File: src/pkg/link_watchdog_regs.vh
// constants for the radio link watchdog receiver: register map, fields, timing
// assumes a 200 MHz hclk and an 8-bit potentiometer level
`ifndef LINK_WATCHDOG_REGS_VH
`define LINK_WATCHDOG_REGS_VH

// ****************************************************************
// clock and timing
// ****************************************************************
`define CLK_MHZ           200
`define MS_CYCLES_DFLT    (`CLK_MHZ * 1000)
`define PRESENCE_MS       16'h2710
`define LEARN_MS          16'h3A98
`define FLASH_MS          5'h0F
`define SI_BLINK_MS       8'hC8
`define LEARN_BLINK_MS    16'h03E8
`define FAULT_BLINK_MS    16'h00FA
`define WD_SHORT_MS       32'h000003E8
`define WD_LONG_MS        32'h00007530
`define POT_FULL          32'h000000FF

// ****************************************************************
// register map, byte addresses
// ****************************************************************
`define ADDR_STATUS       8'h00
`define ADDR_LEARNED_ID   8'h04
`define ADDR_BATT_LIMIT   8'h08
`define ADDR_CONTROL      8'h0C
`define ADDR_WD_TIME      8'h10

// ****************************************************************
// fields and reset values
// ****************************************************************
`define CTRL_LEARN_BIT    0
`define BATT_LIMIT_RST    8'h10
`define POT_RST           8'h00

// signal strength thresholds, grade 0 best .. 5 critical
`define SI_T0             8'hC0
`define SI_T1             8'hA0
`define SI_T2             8'h80
`define SI_T3             8'h60
`define SI_T4             8'h40

`endif

File: src/design/ahb_reg_slave.v
// ahb-lite slave front end: zero wait states, always okay
// assumes the owner supplies read data for the address phase address
`timescale 1ns/1ps

module ahb_reg_slave (
  input  wire        hclk,
  input  wire        hresetn,
  input  wire        hsel,
  input  wire [31:0] haddr,
  input  wire [1:0]  htrans,
  input  wire        hwrite,
  input  wire        hready,
  input  wire [31:0] rd_data,
  output wire [31:0] hrdata,
  output wire        hreadyout,
  output wire        hresp,
  output wire        wr_en,
  output wire [7:0]  wr_addr
);

  // ****************
  // address phase capture
  // ****************
  reg [31:0] hrdata_q;
  reg        wr_en_q;
  reg [7:0]  wr_addr_q;
  reg        ready_q;
  wire       take = hsel & htrans[1] & hready;

  // read data is sampled at the address phase so it leaves a flop
  always @(posedge hclk or negedge hresetn) begin
    if (!hresetn) begin
      hrdata_q  <= 32'h00000000;
      wr_en_q   <= 1'b0;
      wr_addr_q <= 8'h00;
      ready_q   <= 1'b0;
    end else begin
      ready_q   <= 1'b1;
      wr_en_q   <= take & hwrite;
      if (take) begin
        wr_addr_q <= haddr[7:0];
        if (!hwrite) begin
          hrdata_q <= rd_data;
        end
      end
    end
  end

  assign hrdata    = hrdata_q;
  assign hreadyout = ready_q;
  assign hresp     = 1'b0;
  assign wr_en     = wr_en_q;
  assign wr_addr   = wr_addr_q;

endmodule // ahb_reg_slave

File: src/design/bit_sync.v
// two-flop synchroniser, one per bit
// assumes slowly changing pin levels; no bus coherency across bits
`timescale 1ns/1ps

module bit_sync #(
  parameter W = 1
) (
  input  wire         hclk,
  input  wire         hresetn,
  input  wire [W-1:0] async_in,
  output wire [W-1:0] sync_out
);

  // ****************
  // synchroniser stages
  // ****************
  reg [W-1:0] meta_q;
  reg [W-1:0] sync_q;

  genvar i;
  generate
    for (i = 0; i < W; i = i + 1) begin : g_bit
      always @(posedge hclk or negedge hresetn) begin
        if (!hresetn) begin
          meta_q[i] <= 1'b0;
          sync_q[i] <= 1'b0;
        end else begin
          meta_q[i] <= async_in[i];
          sync_q[i] <= meta_q[i];
        end
      end
    end
  endgenerate

  assign sync_out = sync_q;

endmodule // bit_sync

File: src/design/radio_link_watchdog_monitor.v
// radio link watchdog receiver: learns one transmitter, supervises its telegrams,
// drives link, battery and sensor outputs and the status leds
// assumes the radio front end delivers decoded telegrams on hclk, one-cycle valid
//
// Our own choices: register access over AHB-Lite and the register addresses.
`timescale 1ns/1ps
`include "link_watchdog_regs.vh"

// Function
// transmitter sends presence telegram every 10 s
// watchdog expiry lights led until next telegram
// watchdog expiry drives link output low
// link output high while link in order
// battery output high above remaining limit
// sensor one output low when actuated
// sensor two output low when actuated
// learn switch on-off starts 15 s learning
// after learning show sensors, pulse led
// adjust switch enables potentiometer timeout setting
// clockwise raises time; led blink shows time
// range switch off gives 0 to 1 s
// range switch on gives 0 to 30 s
// adjust off keeps time; range still applies
// operator retries failed learning without interferers
// strength led shows link quality grade
// no telegram while learning faults after 15 s
// accepted telegram flashes watchdog led 15 ms
// strength blink 200 ms, six grades
// each telegram compares battery against limit
// only learned identity updates outputs, watchdog
module radio_link_watchdog_monitor #(
  parameter MS_CYCLES = `MS_CYCLES_DFLT
) (
  input  wire        hclk,
  input  wire        hresetn,
  input  wire        hsel,
  input  wire [31:0] haddr,
  input  wire [1:0]  htrans,
  input  wire        hwrite,
  input  wire [2:0]  hsize,
  input  wire [31:0] hwdata,
  input  wire        hready,
  output wire [31:0] hrdata,
  output wire        hreadyout,
  output wire        hresp,
  input  wire        learn_switch,
  input  wire        adjust_enable_switch,
  input  wire        range_select_switch,
  input  wire [7:0]  pot_level,
  input  wire        rx_valid,
  input  wire [31:0] rx_id,
  input  wire        rx_sensor_one,
  input  wire        rx_sensor_two,
  input  wire [7:0]  rx_battery,
  input  wire [7:0]  rx_strength,
  output reg         link_watchdog_output,
  output reg         battery_limit_output,
  output reg         sensor_one_output,
  output reg         sensor_two_output,
  output reg         wd_led,
  output reg         limit_led,
  output reg         sensor_one_led,
  output reg         sensor_two_led,
  output reg         si_green_led,
  output reg         si_red_led
);

  // ****************************************************************
  // states
  // ****************************************************************
  localparam [3:0] ST_IDLE  = 4'h1;
  localparam [3:0] ST_LEARN = 4'h2;
  localparam [3:0] ST_FAULT = 4'h4;
  localparam [3:0] ST_RUN   = 4'h8;

  // ****************************************************************
  // pin synchronisers and bus front end
  // ****************************************************************
  wire [10:0] pins_s;
  wire        learn_s  = pins_s[0];
  wire        adjust_s = pins_s[1];
  wire        range_s  = pins_s[2];
  wire [7:0]  pot_s    = pins_s[10:3];

  bit_sync #(.W(11)) u_sync (
    .hclk     (hclk),
    .hresetn  (hresetn),
    .async_in ({pot_level, range_select_switch, adjust_enable_switch, learn_switch}),
    .sync_out (pins_s)
  );

  reg  [31:0] rd_mux;
  wire        wr_en;
  wire [7:0]  wr_addr;

  // hsize is not checked: only whole-word accesses are issued
  ahb_reg_slave u_bus (
    .hclk      (hclk),
    .hresetn   (hresetn),
    .hsel      (hsel),
    .haddr     (haddr),
    .htrans    (htrans),
    .hwrite    (hwrite),
    .hready    (hready),
    .rd_data   (rd_mux),
    .hrdata    (hrdata),
    .hreadyout (hreadyout),
    .hresp     (hresp),
    .wr_en     (wr_en),
    .wr_addr   (wr_addr)
  );

  // ****************************************************************
  // registers
  // ****************************************************************
  reg [3:0]  state_q;
  reg [31:0] id_q;
  reg [7:0]  batt_limit_q;
  reg        sw_learn_q;
  reg        learn_prev_q;
  reg [7:0]  pot_hold_q;
  reg [15:0] wd_time_q;
  reg [31:0] presc_q;
  reg        tick_q;
  reg [15:0] wd_cnt_q;
  reg [15:0] learn_cnt_q;
  reg [4:0]  flash_cnt_q;
  reg [15:0] blink_cnt_q;
  reg        blink_q;
  reg [7:0]  si_cnt_q;
  reg        si_phase_q;
  reg [2:0]  grade_q;
  reg        link_ok_q;

  wire accept    = rx_valid & (rx_id == id_q) & (state_q == ST_RUN);
  wire learn_go  = (learn_prev_q & ~learn_s) | sw_learn_q;
  wire expired   = (wd_cnt_q >= wd_time_q);
  wire adjusting = adjust_s & (state_q == ST_RUN);

  // ****************************************************************
  // bus register access
  // ****************************************************************
  always @* begin
    case (haddr[7:0])
      `ADDR_STATUS:     rd_mux = {20'h00000, grade_q, sensor_two_output,
                                  sensor_one_output, battery_limit_output,
                                  link_watchdog_output, adjusting, state_q};
      `ADDR_LEARNED_ID: rd_mux = id_q;
      `ADDR_BATT_LIMIT: rd_mux = {24'h000000, batt_limit_q};
      `ADDR_CONTROL:    rd_mux = 32'h00000000;
      `ADDR_WD_TIME:    rd_mux = {16'h0000, wd_time_q};
      default:          rd_mux = 32'h00000000;
    endcase
  end

  always @(posedge hclk or negedge hresetn) begin
    if (!hresetn) begin
      batt_limit_q <= `BATT_LIMIT_RST;
      sw_learn_q   <= 1'b0;
    end else begin
      sw_learn_q <= wr_en & (wr_addr == `ADDR_CONTROL) & hwdata[`CTRL_LEARN_BIT];
      if (wr_en && (wr_addr == `ADDR_BATT_LIMIT)) begin
        batt_limit_q <= hwdata[7:0];
      end
    end
  end

  // ****************************************************************
  // millisecond tick and watchdog time
  // ****************************************************************
  // every timer counts whole milliseconds; a shortened MS_CYCLES speeds simulation
  always @(posedge hclk or negedge hresetn) begin
    if (!hresetn) begin
      presc_q <= 32'h00000000;
      tick_q  <= 1'b0;
    end else begin
      tick_q <= (presc_q == MS_CYCLES - 1);
      if (presc_q == MS_CYCLES - 1) begin
        presc_q <= 32'h00000000;
      end else begin
        presc_q <= presc_q + 32'h00000001;
      end
    end
  end

  // full-width products; the quotient never exceeds 30000, so 16 bits hold it
  wire [31:0] wd_long  = ({24'h000000, pot_hold_q} * `WD_LONG_MS) / `POT_FULL;
  wire [31:0] wd_short = ({24'h000000, pot_hold_q} * `WD_SHORT_MS) / `POT_FULL;

  // only the knob position is held; the range switch keeps scaling it
  always @(posedge hclk or negedge hresetn) begin
    if (!hresetn) begin
      pot_hold_q <= `POT_RST;
      wd_time_q  <= 16'h0000;
    end else begin
      if (adjust_s) begin
        pot_hold_q <= pot_s;
      end
      if (range_s) begin
        wd_time_q <= wd_long[15:0];
      end else begin
        wd_time_q <= wd_short[15:0];
      end
    end
  end

  // ****************************************************************
  // learn and run sequence
  // ****************************************************************
  always @(posedge hclk or negedge hresetn) begin
    if (!hresetn) begin
      state_q      <= ST_IDLE;
      id_q         <= 32'h00000000;
      learn_prev_q <= 1'b0;
      learn_cnt_q  <= 16'h0000;
    end else begin
      learn_prev_q <= learn_s;
      case (state_q)
        ST_IDLE, ST_FAULT, ST_RUN: begin
          if (learn_go) begin
            state_q     <= ST_LEARN;
            learn_cnt_q <= 16'h0000;
          end
        end
        ST_LEARN: begin
          // the first telegram heard is taken; nearby systems must be quiet
          if (rx_valid) begin
            id_q    <= rx_id;
            state_q <= ST_RUN;
          end else if (learn_cnt_q >= `LEARN_MS) begin
            state_q <= ST_FAULT;
          end else if (tick_q) begin
            learn_cnt_q <= learn_cnt_q + 16'h0001;
          end
        end
        default: state_q <= ST_IDLE;
      endcase
    end
  end

  // learning success counts as the first telegram of the taught transmitter
  wire first = (state_q == ST_LEARN) & rx_valid;
  wire hit   = accept | first;

  // ****************************************************************
  // watchdog and outputs
  // ****************************************************************
  always @(posedge hclk or negedge hresetn) begin
    if (!hresetn) begin
      wd_cnt_q             <= 16'h0000;
      link_ok_q            <= 1'b0;
      link_watchdog_output <= 1'b0;
      battery_limit_output <= 1'b0;
      sensor_one_output    <= 1'b1;
      sensor_two_output    <= 1'b1;
      grade_q              <= 3'h5;
    end else begin
      if (hit) begin
        wd_cnt_q          <= 16'h0000;
        link_ok_q         <= 1'b1;
        sensor_one_output <= ~rx_sensor_one;
        sensor_two_output <= ~rx_sensor_two;
        battery_limit_output <= (rx_battery > batt_limit_q);
        if (rx_strength >= `SI_T0) grade_q <= 3'h0;
        else if (rx_strength >= `SI_T1) grade_q <= 3'h1;
        else if (rx_strength >= `SI_T2) grade_q <= 3'h2;
        else if (rx_strength >= `SI_T3) grade_q <= 3'h3;
        else if (rx_strength >= `SI_T4) grade_q <= 3'h4;
        else grade_q <= 3'h5;
      end else if (state_q != ST_RUN) begin
        link_ok_q <= 1'b0;
      end else if (expired) begin
        link_ok_q <= 1'b0;
      end else if (tick_q) begin
        wd_cnt_q <= wd_cnt_q + 16'h0001;
      end
      link_watchdog_output <= link_ok_q & ~expired & (state_q == ST_RUN);
    end
  end

  // ****************************************************************
  // watchdog led
  // ****************************************************************
  reg [15:0] blink_half;
  always @* begin
    case (state_q)
      ST_LEARN: blink_half = `LEARN_BLINK_MS;
      ST_RUN:   blink_half = (wd_time_q == 16'h0000) ? 16'h0001 : wd_time_q;
      default:  blink_half = `FAULT_BLINK_MS;
    endcase
  end

  always @(posedge hclk or negedge hresetn) begin
    if (!hresetn) begin
      blink_cnt_q <= 16'h0000;
      blink_q     <= 1'b0;
      flash_cnt_q <= 5'h00;
      wd_led      <= 1'b0;
    end else begin
      if (tick_q) begin
        if (blink_cnt_q >= blink_half - 16'h0001) begin
          blink_cnt_q <= 16'h0000;
          blink_q     <= ~blink_q;
        end else begin
          blink_cnt_q <= blink_cnt_q + 16'h0001;
        end
      end
      // flash length is quantised to the millisecond tick
      if (hit) begin
        flash_cnt_q <= `FLASH_MS;
      end else if (tick_q && flash_cnt_q != 5'h00) begin
        flash_cnt_q <= flash_cnt_q - 5'h01;
      end
      if (state_q != ST_RUN) begin
        wd_led <= blink_q;
      end else if (adjusting) begin
        wd_led <= blink_q;
      end else begin
        wd_led <= expired | (flash_cnt_q != 5'h00);
      end
    end
  end

  // ****************************************************************
  // status leds
  // ****************************************************************
  always @(posedge hclk or negedge hresetn) begin
    if (!hresetn) begin
      si_cnt_q       <= 8'h00;
      si_phase_q     <= 1'b0;
      si_green_led   <= 1'b0;
      si_red_led     <= 1'b0;
      limit_led      <= 1'b0;
      sensor_one_led <= 1'b0;
      sensor_two_led <= 1'b0;
    end else begin
      if (tick_q) begin
        if (si_cnt_q >= `SI_BLINK_MS - 8'h01) begin
          si_cnt_q   <= 8'h00;
          si_phase_q <= ~si_phase_q;
        end else begin
          si_cnt_q <= si_cnt_q + 8'h01;
        end
      end
      // odd grades blink, even grades stay lit; orange is green plus red
      if (state_q != ST_RUN) begin
        si_green_led <= 1'b0;
        si_red_led   <= 1'b0;
      end else begin
        si_green_led <= (grade_q <= 3'h3) & (~grade_q[0] | si_phase_q);
        si_red_led   <= (grade_q >= 3'h2) & (~grade_q[0] | si_phase_q);
      end
      limit_led      <= battery_limit_output;
      sensor_one_led <= sensor_one_output;
      sensor_two_led <= sensor_two_output;
    end
  end

endmodule // radio_link_watchdog_monitor

File: config.mk
export PLATFORM = sky130hd
export DESIGN_NAME = radio_link_watchdog_monitor
export DESIGN_NICKNAME = d
export VERILOG_FILES = /design/src/design/ahb_reg_slave.v /design/src/design/bit_sync.v /design/src/design/radio_link_watchdog_monitor.v
export VERILOG_INCLUDE_DIRS = /design/src /design/src/pkg
export SDC_FILE = /design/constraint.sdc
export NUM_CORES = 1
export LEC_CHECK = 0
export BUFFER_PORTS_ARGS = -buffer_cell sky130_fd_sc_hd__buf_4
export CORE_MARGIN = 3
export CORE_UTILIZATION = 53
export CTS_CLUSTER_SIZE = 24
export DETAILED_ROUTE_END_ITERATION = 8
export PLACE_DENSITY = 0.79
export SLEW_MARGIN = 20
export SYNTH_ARGS = -nofsm -noshare
export SYNTH_HDL_FRONTEND = slang
export SYNTH_SLANG_ARGS = --single-unit
File: constraint.sdc
create_clock -name hclk -period 25.9 [get_ports hclk]
set_input_delay 2.59 -clock hclk [delete_from_list [all_inputs] [get_ports hclk]]
set_output_delay 2.59 -clock hclk [all_outputs]
set_load 0.01 [all_outputs]
==> results by group, run 1 <==
Status
  • Status: finished clean

Flow run
  • Max-cap viol count: 0

Logic synthesis
  • Seq cells post-synth: 244
  • EDFF count, synth: 0
  • Syn Inst Count: 2119
  • Post-synth top flop: dfrtp_1
  • Mean Syn Cell Area: 8.95 µm²
  • Syn. warnings: 0
  • Syn Nets: 2428
  • Synth unique cells: 115
  • Synth top area cells: dfrtp_1 31%, ha_1 8.8%, nand2_1 4.4%
  • Seq/Total Area, Yosys: 0.322
  • Synth top area share: 0.314
  • Post-Syn Area: 0.0190 mm²
  • Largest area contributor in the netlist: dfrtp_1
  • Post-synth ARST share: 1.00

Timing
  • Final Max Tran Viols: 0
  • Total Neg Setup Slack: 0 ns
  • Final Hold Fails: 0
  • RSZ-0062 raised after global routing: no
  • Final setup viols: 0
  • Slew headroom: 0.261
  • Tcrit/Tclk final: 0.679
  • Clock period minus worst slack: 17.60 ns
  • Clk_skew: 0.00766 ns
  • Worst-Margin Slew: 1.09 ns
  • Maximum clock rate: 0.0568 GHz
  • WHS: 0.349 ns

Finish
  • Share of layout cells above drive strength 1: 0.135
  • Final nets: 2532
  • Most frequent cells in the layout: 238 x dfrtp_1, 221 x nand2_1, 169 x nor2_1, 140 x o21ai_0, 133 x ha_1
  • Most common cell after layout, fill and taps aside: dfrtp_1
  • Final non-filler cell total: 2697
  • # diodes: 0
  • Flip-flop and latch area: 0.00611 mm²
  • Filler Cell Count: 2912
  • Area Overhead vs Synth: 11.7%
  • Multi-input logic area: 0.0121 mm²

Placement
  • Cells after DPL: 2651
  • Final RePlAce weighted congestion: 0.922
  • Detailed placer's ending HPWL: 37500 µm
  • PortBufs: 121

Hold path
  • Worst hold endpoint: u_sync.sync_out[7]
  • Hold WC Path Type: flop to flop
  • Hold depth: 0
  • Hold wc startpoint: u_sync.meta_q[7]

Global route
  • Grt total ovfl: 0
  • Initial antenna violation count: 0
  • GRT Overall Usage: 0.252
  • First-pass GRT wire length: 81900 µm
  • Vias in the first global route: 16400
  • Pin count of the biggest net entering global routing: 88

Clocking
  • CTS tree: done
  • CTS sink cnt: 244
  • Num CTS Buffers: 25
  • Post-CTS Setup Repair Bufs: 0
  • Max Root-Sink Buffers: 3
  • Post_cts resized: 0
  • Worst-path clk slew: 0.06 ns
  • Cts hold-fix bufs: 0
  • Root buffer cell: clkbuf_16
  • Clk_lat worst skew: 0.54 ns
  • H-Tree Depth: 1

Setup path
  • Crit path kind: flop to flop
  • CP Launch Type: flop
  • CP max stage cell: o32ai_2
  • R2r worst-path depth: 54
  • Worst-path fanout max: 13
  • CP Data Required Time: 26.37 ns
  • Crit Reg-Reg Endpoint: wd_time_q[0]
  • R2r setup slk: 8.30 ns
  • Max stage delay on crit path: 0.84 ns
  • FF-to-FF Start: pot_hold_q[2]
  • Worst Path Arrival: 18.07 ns
  • CP Capture Type: flop

Routing
  • Routed Antenna Nets: 0
  • Routed WL: 49200 µm
  • Post-DR wirelength/cell: 18.3 µm
  • Drt pass-1 iters: 7
  • Vias/cell: 6.16
  • DRT iter0 DRCs: 1408
  • Vias: 16600
  • DRC: 0

Die
  • CORE AREA: 0.0349 mm²
  • Row count: 68
  • Starting Density: 0.544
  • Die H: 195 µm
  • Die area: 0.0381 mm²
  • Die W: 195 µm
  • I/O Pins: 180
## critical path, delay by kind of cell (launching register included)
family | cells | cell delay, ns
fa+ha+maj | 7 | 3.05
xor+xnor | 2 | 0.96
simple gates | 21 | 5.66
mux | 2 | 0.39
compound gates | 18 | 6.52
flops | 1 | 0.53
buf+inv | 4 | 0.36
## cells in the mapped netlist, drive strengths merged, types with 23 or more instances
library cell	count
dfrtp	238
xnor2	84
a21o	33
nand2	223
and2	27
nand2b	32
o31ai	23
a21oi	98
nand4	29
nor2	171
nor2b	25
and3	42
nor3	41
ha	133
clkbuf	42
a211oi	26
o21ai	149
inv	130
mux2	52
nor4	29
nand3	85
fa	40
xor2	50
## how the worst max path moves through the flow
stage,from,endpoint,slack [ns],depth (start not counted)
after floorplan,pot_hold_q[2],wd_time_q[0],11.65,57
after global placement,pot_hold_q[2],wd_time_q[0],9.02,54
after detailed placement,pot_hold_q[2],wd_time_q[0],8.75,54
after CTS,pot_hold_q[2],wd_time_q[0],8.64,54
after global routing,pot_hold_q[2],wd_time_q[0],6.92,54
final,pot_hold_q[2],wd_time_q[0],8.30,54
## routing by layer
layer / routed length [µm] / GRT usage
met1: 21600 / 0.335
met2: 23800 / 0.438
met3: 2670 / 0.0273
met4: 1210 / 0.0716
met5: 0 / 0
## metrics by stage
step	cell area (µm²)	setup WS, ns	util
after floorplan	19000	11.65	-
after global placement	20300	9.02	0.582
after detailed placement	20300	8.75	0.582
after CTS	21200	8.64	0.607
after global routing	21200	6.92	0.607
final	21200	8.30	0.607
## kinds of logic after synthesis
group,share of synthesized area
adders and majority gates,0.131
DFF,0.322
xor gates and xnor gates,0.0619
other,0.000396
AOI/OAI and AO/OA,0.198
and+or+nand+nor,0.210
muxes,0.0395
buffers and inverters,0.0381
## sequential cells by signal (all words and copies together) (netlist names), 5 cells and up
register	flops
si_cnt_q	8
learn_cnt_q	16
id_q	32
u_sync.sync_out	11
u_sync.meta_q	11
u_bus.hrdata	32
batt_limit_q	8
blink_cnt_q	16
pot_hold_q	8
wd_cnt_q	16
wd_time_q	16
u_bus.wr_addr	8
presc_q	32
flash_cnt_q	5
## layout make-up
| cell class | count | share of cell area |
|---|---|---|
| Clock buffer | 35 | 0.0337 |
| Timing Repair Buffer | 131 | 0.0470 |
| Sequential cell | 244 | 0.289 |
| Tap cell | 455 | 0.0269 |
| Inverter | 130 | 0.0230 |
| Clock inverter | 11 | 0.00768 |
| Multi-Input combinational cell | 1691 | 0.573 |
Power of run 1 is left out: the tool's default activity adds up to more than one toggle a clock period on the data nets, which glitch-free logic cannot reach.
==> run 2: changes to the inputs <==
- ABC_AREA: not set -> 1
- clock period: 25.9 -> 16.6 ns (I/O delays scaled with it)
==> run 2 against run 1 <==
Net effect: worst hold slack worse by 0.0035 ns; clock skew rose by 0.0053 ns; fmax up 30%; synthesized area shrank 2.7%; global-route usage fell by 1.0 points; sequential share of layout area rose by 0.43 points; first-iteration DRC count fell by 27%.
==> results by group, run 2 <==
Setup path
  • CP Capture Type: flop (unchanged)
  • R2r setup slk: 3.07 ns (was 8.30 ns)
  • Crit path top cell by count: nand2_1
  • Worst Path Arrival: 13.98 ns (was 18.07 ns)
  • CP max stage cell: fa_1 (was o32ai_2)
  • Crit path kind: flop to flop (unchanged)
  • CP Launch Type: flop (unchanged)
  • Max stage delay on crit path: 0.66 ns (was 0.84 ns)
  • Worst-path fanout max: 10 (was 13)
  • CP Data Required Time: 17.05 ns (was 26.37 ns)

Logic synthesis
  • Post-Syn Area: 0.0185 mm² (was 0.0190 mm²)
  • Synth top area cells: dfrtp_1 32%, nand2_1 11%, ha_1 9.0% (was dfrtp_1 31%, ha_1 8.8%, nand2_1 4.4%)
  • Most common cell in the netlist: nand2_1 (was dfrtp_1)
  • Synth unique cells: 64 (was 115)
  • Mean Syn Cell Area: 7.47 µm² (was 8.95 µm²)
  • Seq cells post-synth: 244 (unchanged)
  • Syn Nets: 2780 (was 2428)
  • Seq/Total Area, Yosys: 0.331 (was 0.322)
  • Post-synth top flop: dfrtp_1 (unchanged)
  • Syn Inst Count: 2471 (was 2119)
  • Largest area contributor in the netlist: dfrtp_1 (unchanged)
  • Post-synth top cells: 555 x nand2_1, 411 x inv_1, 238 x dfrtp_1, 214 x nor2_1, 162 x nand3_1 (was 238 x dfrtp_1, 221 x nand2_1, 169 x nor2_1, 140 x o21ai_0, 133 x ha_1)
  • Syn. warnings: 0 (unchanged)
  • Synth top area share: 0.323 (was 0.314)
  • Post-synth ARST share: 1.00 (unchanged)
  • EDFF count, synth: 0 (unchanged)

Die
  • Die area: 0.0371 mm² (was 0.0381 mm²)
  • Die H: 193 µm (was 195 µm)
  • Row count: 67 (was 68)
  • CORE AREA: 0.0340 mm² (was 0.0349 mm²)
  • Starting Density: 0.544 (about the same)
  • Die W: 193 µm (was 195 µm)
  • I/O Pins: 180 (unchanged)

Finish
  • Final nets: 2907 (was 2532)
  • Most common cell after layout, fill and taps aside: nand2_1 (was dfrtp_1)
  • Most frequent cells in the layout: 555 x nand2_1, 411 x inv_1, 238 x dfrtp_1, 213 x nor2_1, 162 x nand3_1 (was 238 x dfrtp_1, 221 x nand2_1, 169 x nor2_1, 140 x o21ai_0, 133 x ha_1)
  • # diodes: 0 (unchanged)
  • Filler Cell Count: 2823 (was 2912)
  • Share of layout cells above drive strength 1: 0.122 (was 0.135)
  • Area Overhead vs Synth: 13.1% (was 11.7%)

Timing
  • Clock period minus worst slack: 13.53 ns (was 17.60 ns)
  • Final Hold Fails: 0 (unchanged)
  • Final setup viols: 0 (unchanged)
  • Worst-Margin Slew: 1.00 ns (was 1.09 ns)
  • Slew headroom: 0.329 (was 0.261)
  • Total Neg Setup Slack: 0 ns (unchanged)
  • Final Max Tran Viols: 0 (unchanged)
  • Maximum clock rate: 0.0739 GHz (was 0.0568 GHz)
  • RSZ-0062 raised after global routing: no (unchanged)
  • Tcrit/Tclk final: 0.815 (was 0.679)
  • Clk_skew: 0.0129 ns (was 0.00766 ns)

Clocking
  • Clk_lat worst skew: 0.57 ns (was 0.54 ns)
  • Cts hold-fix bufs: 0 (unchanged)
  • CTS sink cnt: 244 (unchanged)
  • Root buffer cell: clkbuf_16 (unchanged)
  • Max Root-Sink Buffers: 3 (unchanged)
  • Post-CTS Setup Repair Bufs: 0 (unchanged)
  • Num CTS Buffers: 29 (was 25)
  • CTS tree: done (unchanged)
  • Worst-path clk slew: 0.06 ns (about the same)
  • Post_cts resized: 0 (unchanged)
  • H-Tree Depth: 1 (unchanged)

Routing
  • Routed WL: 44800 µm (was 49200 µm)
  • DRC: 0 (unchanged)
  • Vias: 16600 (about the same)
  • Drt pass-1 iters: 5 (was 7)
  • Vias/cell: 5.42 (was 6.16)
  • Routed Antenna Nets: 0 (unchanged)
  • Post-DR wirelength/cell: 14.6 µm (was 18.3 µm)
  • DRT iter0 DRCs: 1025 (was 1408)

Global route
  • Vias in the first global route: 16100 (was 16400)
  • First-pass GRT wire length: 74500 µm (was 81900 µm)
  • Grt total ovfl: 0 (unchanged)
  • Initial antenna violation count: 0 (unchanged)
  • GRT Overall Usage: 0.241 (was 0.252)
  • Pin count of the biggest net entering global routing: 129 (was 88)

Status
  • Status: finished clean (unchanged)

Hold path
  • Hold WC Path Type: flop to flop (unchanged)

Flow run
  • Max-cap viol count: 0 (unchanged)

Placement
  • Final RePlAce weighted congestion: 0.935 (was 0.922)
  • Detailed placer's ending HPWL: 34600 µm (was 37500 µm)
  • PortBufs: 121 (unchanged)
==> run 2: worst paths after layout <==
path                                  start                 end  cells past startpoint
setup / recovery              pot_hold_q[2]        wd_time_q[0]                     84
hold / removal             u_sync.meta_q[0]  u_sync.sync_out[0]                      0
setup reg to reg              pot_hold_q[2]        wd_time_q[0]                     84
hold reg to reg            u_sync.meta_q[0]  u_sync.sync_out[0]                      0
max in group asynchronous           hresetn         wd_cnt_q[7]                      2
min in group asynchronous           hresetn  u_sync.sync_out[1]                      1
==> run 2: cell families (layout without fill, tap and decap cells) <==
family          Yosys count  after routing  share of synthesized area
compound gates          334            334                      0.107
xor+xnor                 79             79                     0.0375
fa+ha+maj               173            173                      0.134
buf+inv                 468            616                     0.0964
flops                   244            244                      0.331
mux                      12             12                    0.00732
other cells               2              2                   0.000407
simple gates           1159           1159                      0.287
==> run 2: routing by layer <==
metal | GRT usage | wire length [µm] | vias up | part of all wire
met5 | 0 | 0 | - | 0
met4 | 0.0827 | 1180 | 0 | 0.026
met3 | 0.0280 | 2570 | 87 | 0.057
met2 | 0.424 | 21500 | 477 | 0.48
met1 | 0.309 | 19600 | 7803 | 0.44
li1 | - | - | 8261 | -
==> run 2: area by class of cell <==
class / instances / area [µm²] / share of cell area
multi-input combinational: 1759 / 10600 / 0.507
sequential: 244 / 6110 / 0.293
inverter: 437 / 1640 / 0.0786
timing repair buffer: 127 / 961 / 0.0460
clock buffer: 40 / 837 / 0.0401
tap: 448 / 561 / 0.0269
clock inverter: 12 / 170 / 0.00815
==> run 2: critical path: cells and delay by family (launching register included) <==
| family | cells | cell delay (ns) |
|---|---|---|
| flops | 1 | 0.53 |
| buf+inv | 9 | 0.73 |
| compound gates | 6 | 1.11 |
| simple gates | 62 | 7.92 |
| fa+ha+maj | 7 | 3.08 |
==> run 2: per-stage QoR <==
stage	std cells	hold slack, ns	setup slack, ns	instance area, µm²	util
after CTS	3067	0.348	3.09	20900	0.614
after floorplan	2471	0.331	5.22	18500	-
after global placement	3015	0.332	3.67	19900	0.585
final	3067	0.346	3.07	20900	0.615
after global routing	3067	0.352	1.77	20900	0.615
after detailed placement	3015	0.336	3.18	19900	0.585
Power of run 2 is left out for the same reason.
==> run 3: changes to the inputs <==
- ABC_AREA: 1 -> 0
- clock period: 16.6 -> 14.1 ns (I/O delays scaled with it)
==> run 3 against run 2 <==
Net effect: non-clock buffer count is 270 higher; clock skew is 0.0084 ns higher; via count grew 8.2%; worst setup slack got worse by 3.0 ns; wire length up 21%; core utilization is 6.9 points higher; sequential cell count unchanged; clock-buffer cell count fell by 13; fmax decreased by 3.2%; critical endpoint unchanged; largest cell class unchanged.
==> results by group, run 3 (synthesis gave the netlist of run 1 again) <==
Timing
  • Worst-Margin Slew: 1.06 ns (was 1.00 ns)
  • Slew headroom: 0.290 (was 0.329)
  • Maximum clock rate: 0.0715 GHz (was 0.0739 GHz)
  • Final setup viols: 0 (unchanged)
  • Final Max Tran Viols: 0 (unchanged)
  • RSZ-0062 raised after global routing: yes (was no)
  • Clk_skew: 0.0213 ns (was 0.0129 ns)
  • Tcrit/Tclk final: 0.992 (was 0.815)
  • Final Hold Fails: 0 (unchanged)
  • Clock period minus worst slack: 13.98 ns (was 13.53 ns)

Global route
  • Grt total ovfl: 0 (unchanged)
  • GRT Overall Usage: 0.272 (was 0.241)
  • Vias in the first global route: 18000 (was 16100)
  • Initial antenna violation count: 0 (unchanged)
  • Pin count of the biggest net entering global routing: 95 (was 129)
  • First-pass GRT wire length: 88000 µm (was 74500 µm)

Finish
  • Most frequent cells in the layout: 392 x buf_4, 238 x dfrtp_1, 219 x nand2_1, 167 x nor2_1, 134 x o21ai_0 (was 555 x nand2_1, 411 x inv_1, 238 x dfrtp_1, 213 x nor2_1, 162 x nand3_1)
  • Area Overhead vs Synth: 25.7% (was 13.1%)
  • Share of layout cells above drive strength 1: 0.264 (was 0.122)
  • Filler Cell Count: 2646 (was 2823)
  • Most common cell after layout, fill and taps aside: buf_4 (was nand2_1)
  • # diodes: 0 (unchanged)
  • Final nets: 2798 (was 2907)
  • Final instance area: 0.0238 mm² (was 0.0209 mm²)

Setup path
  • Max stage delay on crit path: 0.54 ns (was 0.66 ns)
  • Worst Path Arrival: 14.37 ns (was 13.98 ns)
  • CP Launch Type: flop (unchanged)
  • FF-to-FF Start: pot_hold_q[2] (unchanged)
  • R2r setup slk: 0.12 ns (was 3.07 ns)
  • CP Data Required Time: 14.49 ns (was 17.05 ns)
  • Crit path top cell by count: buf_4 (was nand2_1)
  • Worst-path fanout max: 7 (was 10)
  • Crit path kind: flop to flop (unchanged)
  • CP Capture Type: flop (unchanged)
  • R2r worst-path depth: 63 (was 84)
  • Crit Reg-Reg Endpoint: wd_time_q[0] (unchanged)
  • CP max stage cell: fa_1 (unchanged)

Flow run
  • Max-cap viol count: 0 (unchanged)

Status
  • Status: finished clean (unchanged)

Die
  • I/O Pins: 180 (unchanged)
  • Die W: 195 µm (was 193 µm)
  • Row count: 68 (was 67)
  • Die area: 0.0381 mm² (was 0.0371 mm²)
  • CORE AREA: 0.0349 mm² (was 0.0340 mm²)
  • Die H: 195 µm (was 193 µm)
  • Starting Density: 0.544 (about the same)

Routing
  • Post-DR wirelength/cell: 18.3 µm (was 14.6 µm)
  • Vias/cell: 6.07 (was 5.42)
  • Routed Antenna Nets: 0 (unchanged)
  • DRT iter0 DRCs: 1277 (was 1025)
  • Routed WL: 54300 µm (was 44800 µm)
  • Drt pass-1 iters: 5 (unchanged)
  • Vias: 18000 (was 16600)
  • DRC: 0 (unchanged)

Placement
  • Final RePlAce weighted congestion: 0.941 (was 0.935)
  • Detailed placer's ending HPWL: 40400 µm (was 34600 µm)
  • Placed Area: 0.0220 mm² (was 0.0199 mm²)
  • PortBufs: 121 (unchanged)

Clocking
  • Cts hold-fix bufs: 0 (unchanged)
  • Max Root-Sink Buffers: 3 (unchanged)
  • CTS sink cnt: 244 (unchanged)
  • Clk_lat worst skew: 0.54 ns (was 0.57 ns)
  • Root buffer cell: clkbuf_16 (unchanged)
  • H-Tree Depth: 1 (unchanged)
  • Num CTS Buffers: 24 (was 29)
  • Worst-path clk slew: 0.06 ns (about the same)
  • CTS tree: done (unchanged)

Hold path
  • Worst hold endpoint: u_sync.sync_out[5] (was u_sync.sync_out[0])
  • Hold WC Path Type: flop to flop (unchanged)
  • Hold depth: 0 (unchanged)
  • Hold wc startpoint: u_sync.meta_q[5] (was u_sync.meta_q[0])
==> run 3: cell count changes in the layout (fill, tap and decap cells not counted), sizes merged, moves of 24 or more <==
| cell | delta |
|---|---|
| nand4 | -29 |
| nand2 | -370 |
| buf | +270 |
| xnor2 | +66 |
| nor2b | +25 |
| inv | -303 |
| and2 | +24 |
| nand3 | -97 |
| and3 | +41 |
| mux2 | +40 |
| nor2 | -67 |
| nand2b | +32 |
| a21o | +32 |
==> run 3: routing by layer <==
metal	part of all wire	global-route usage	vias up	routed length, µm
li1	-	-	8421	-
met1	0.42	0.356	8778	22900
met2	0.48	0.464	630	26100
met3	0.057	0.0312	157	3090
met4	0.041	0.106	0	2210
met5	0	0	-	0
==> run 3: how the worst max path moves through the flow <==
stage                             start           end
final                     pot_hold_q[2]  wd_time_q[0]
after global routing      pot_hold_q[2]  wd_time_q[0]
after CTS                 pot_hold_q[2]  wd_time_q[0]
after detailed placement  pot_hold_q[3]  wd_time_q[0]
after floorplan           pot_hold_q[2]  wd_time_q[0]
after global placement    pot_hold_q[2]  wd_time_q[0]
==> run 3: cell type report <==
cell class | count | area [µm²] | area share
clock inverter | 16 | 176 | 0.00740
clock buffer | 27 | 612 | 0.0257
inverter | 130 | 488 | 0.0205
tap | 455 | 569 | 0.0239
multi-input combinational | 1692 | 12900 | 0.540
timing repair buffer | 397 | 3020 | 0.127
sequential | 244 | 6110 | 0.256
==> run 3: worst max-delay path: cells and delay by family, from the launching register on <==
family	cells	cell delay (ns)
AO/OA/AOI/OAI	22	4.69
adder cells (fa/ha/maj)	7	2.73
buffers and inverters	18	2.61
flip-flops	1	0.38
multiplexers	1	0.19
AND/OR/NAND/NOR	15	3.18
==> run 3: timing repair <==
item / in CTS / in global routing
setup buffers: 5 / 30
pin swaps: 7 / 46
hold endpoints to repair: 0 / 0
resized for setup: 30 / 104
endpoints found under the setup margin: 2 / 4
cloned: 0 / 1
==> run 3: per-stage QoR <==
stage	util	instances	TNS, ns	hold slack (ns)	worst slack (ns)
3_3_place_gp	0.632	2882	-0.0924	0.333	-0.0924
4_1_cts	0.661	2930	0	0.350	0.00990
3_5_place_dp	0.632	2882	-0.525	0.336	-0.413
6_report	0.684	2961	0	0.348	0.119
5_1_grt	0.684	2961	-0.642	0.356	-0.412
2_1_floorplan	-	2119	0	0.331	0.00426
Power of run 3 is left out for the same reason.
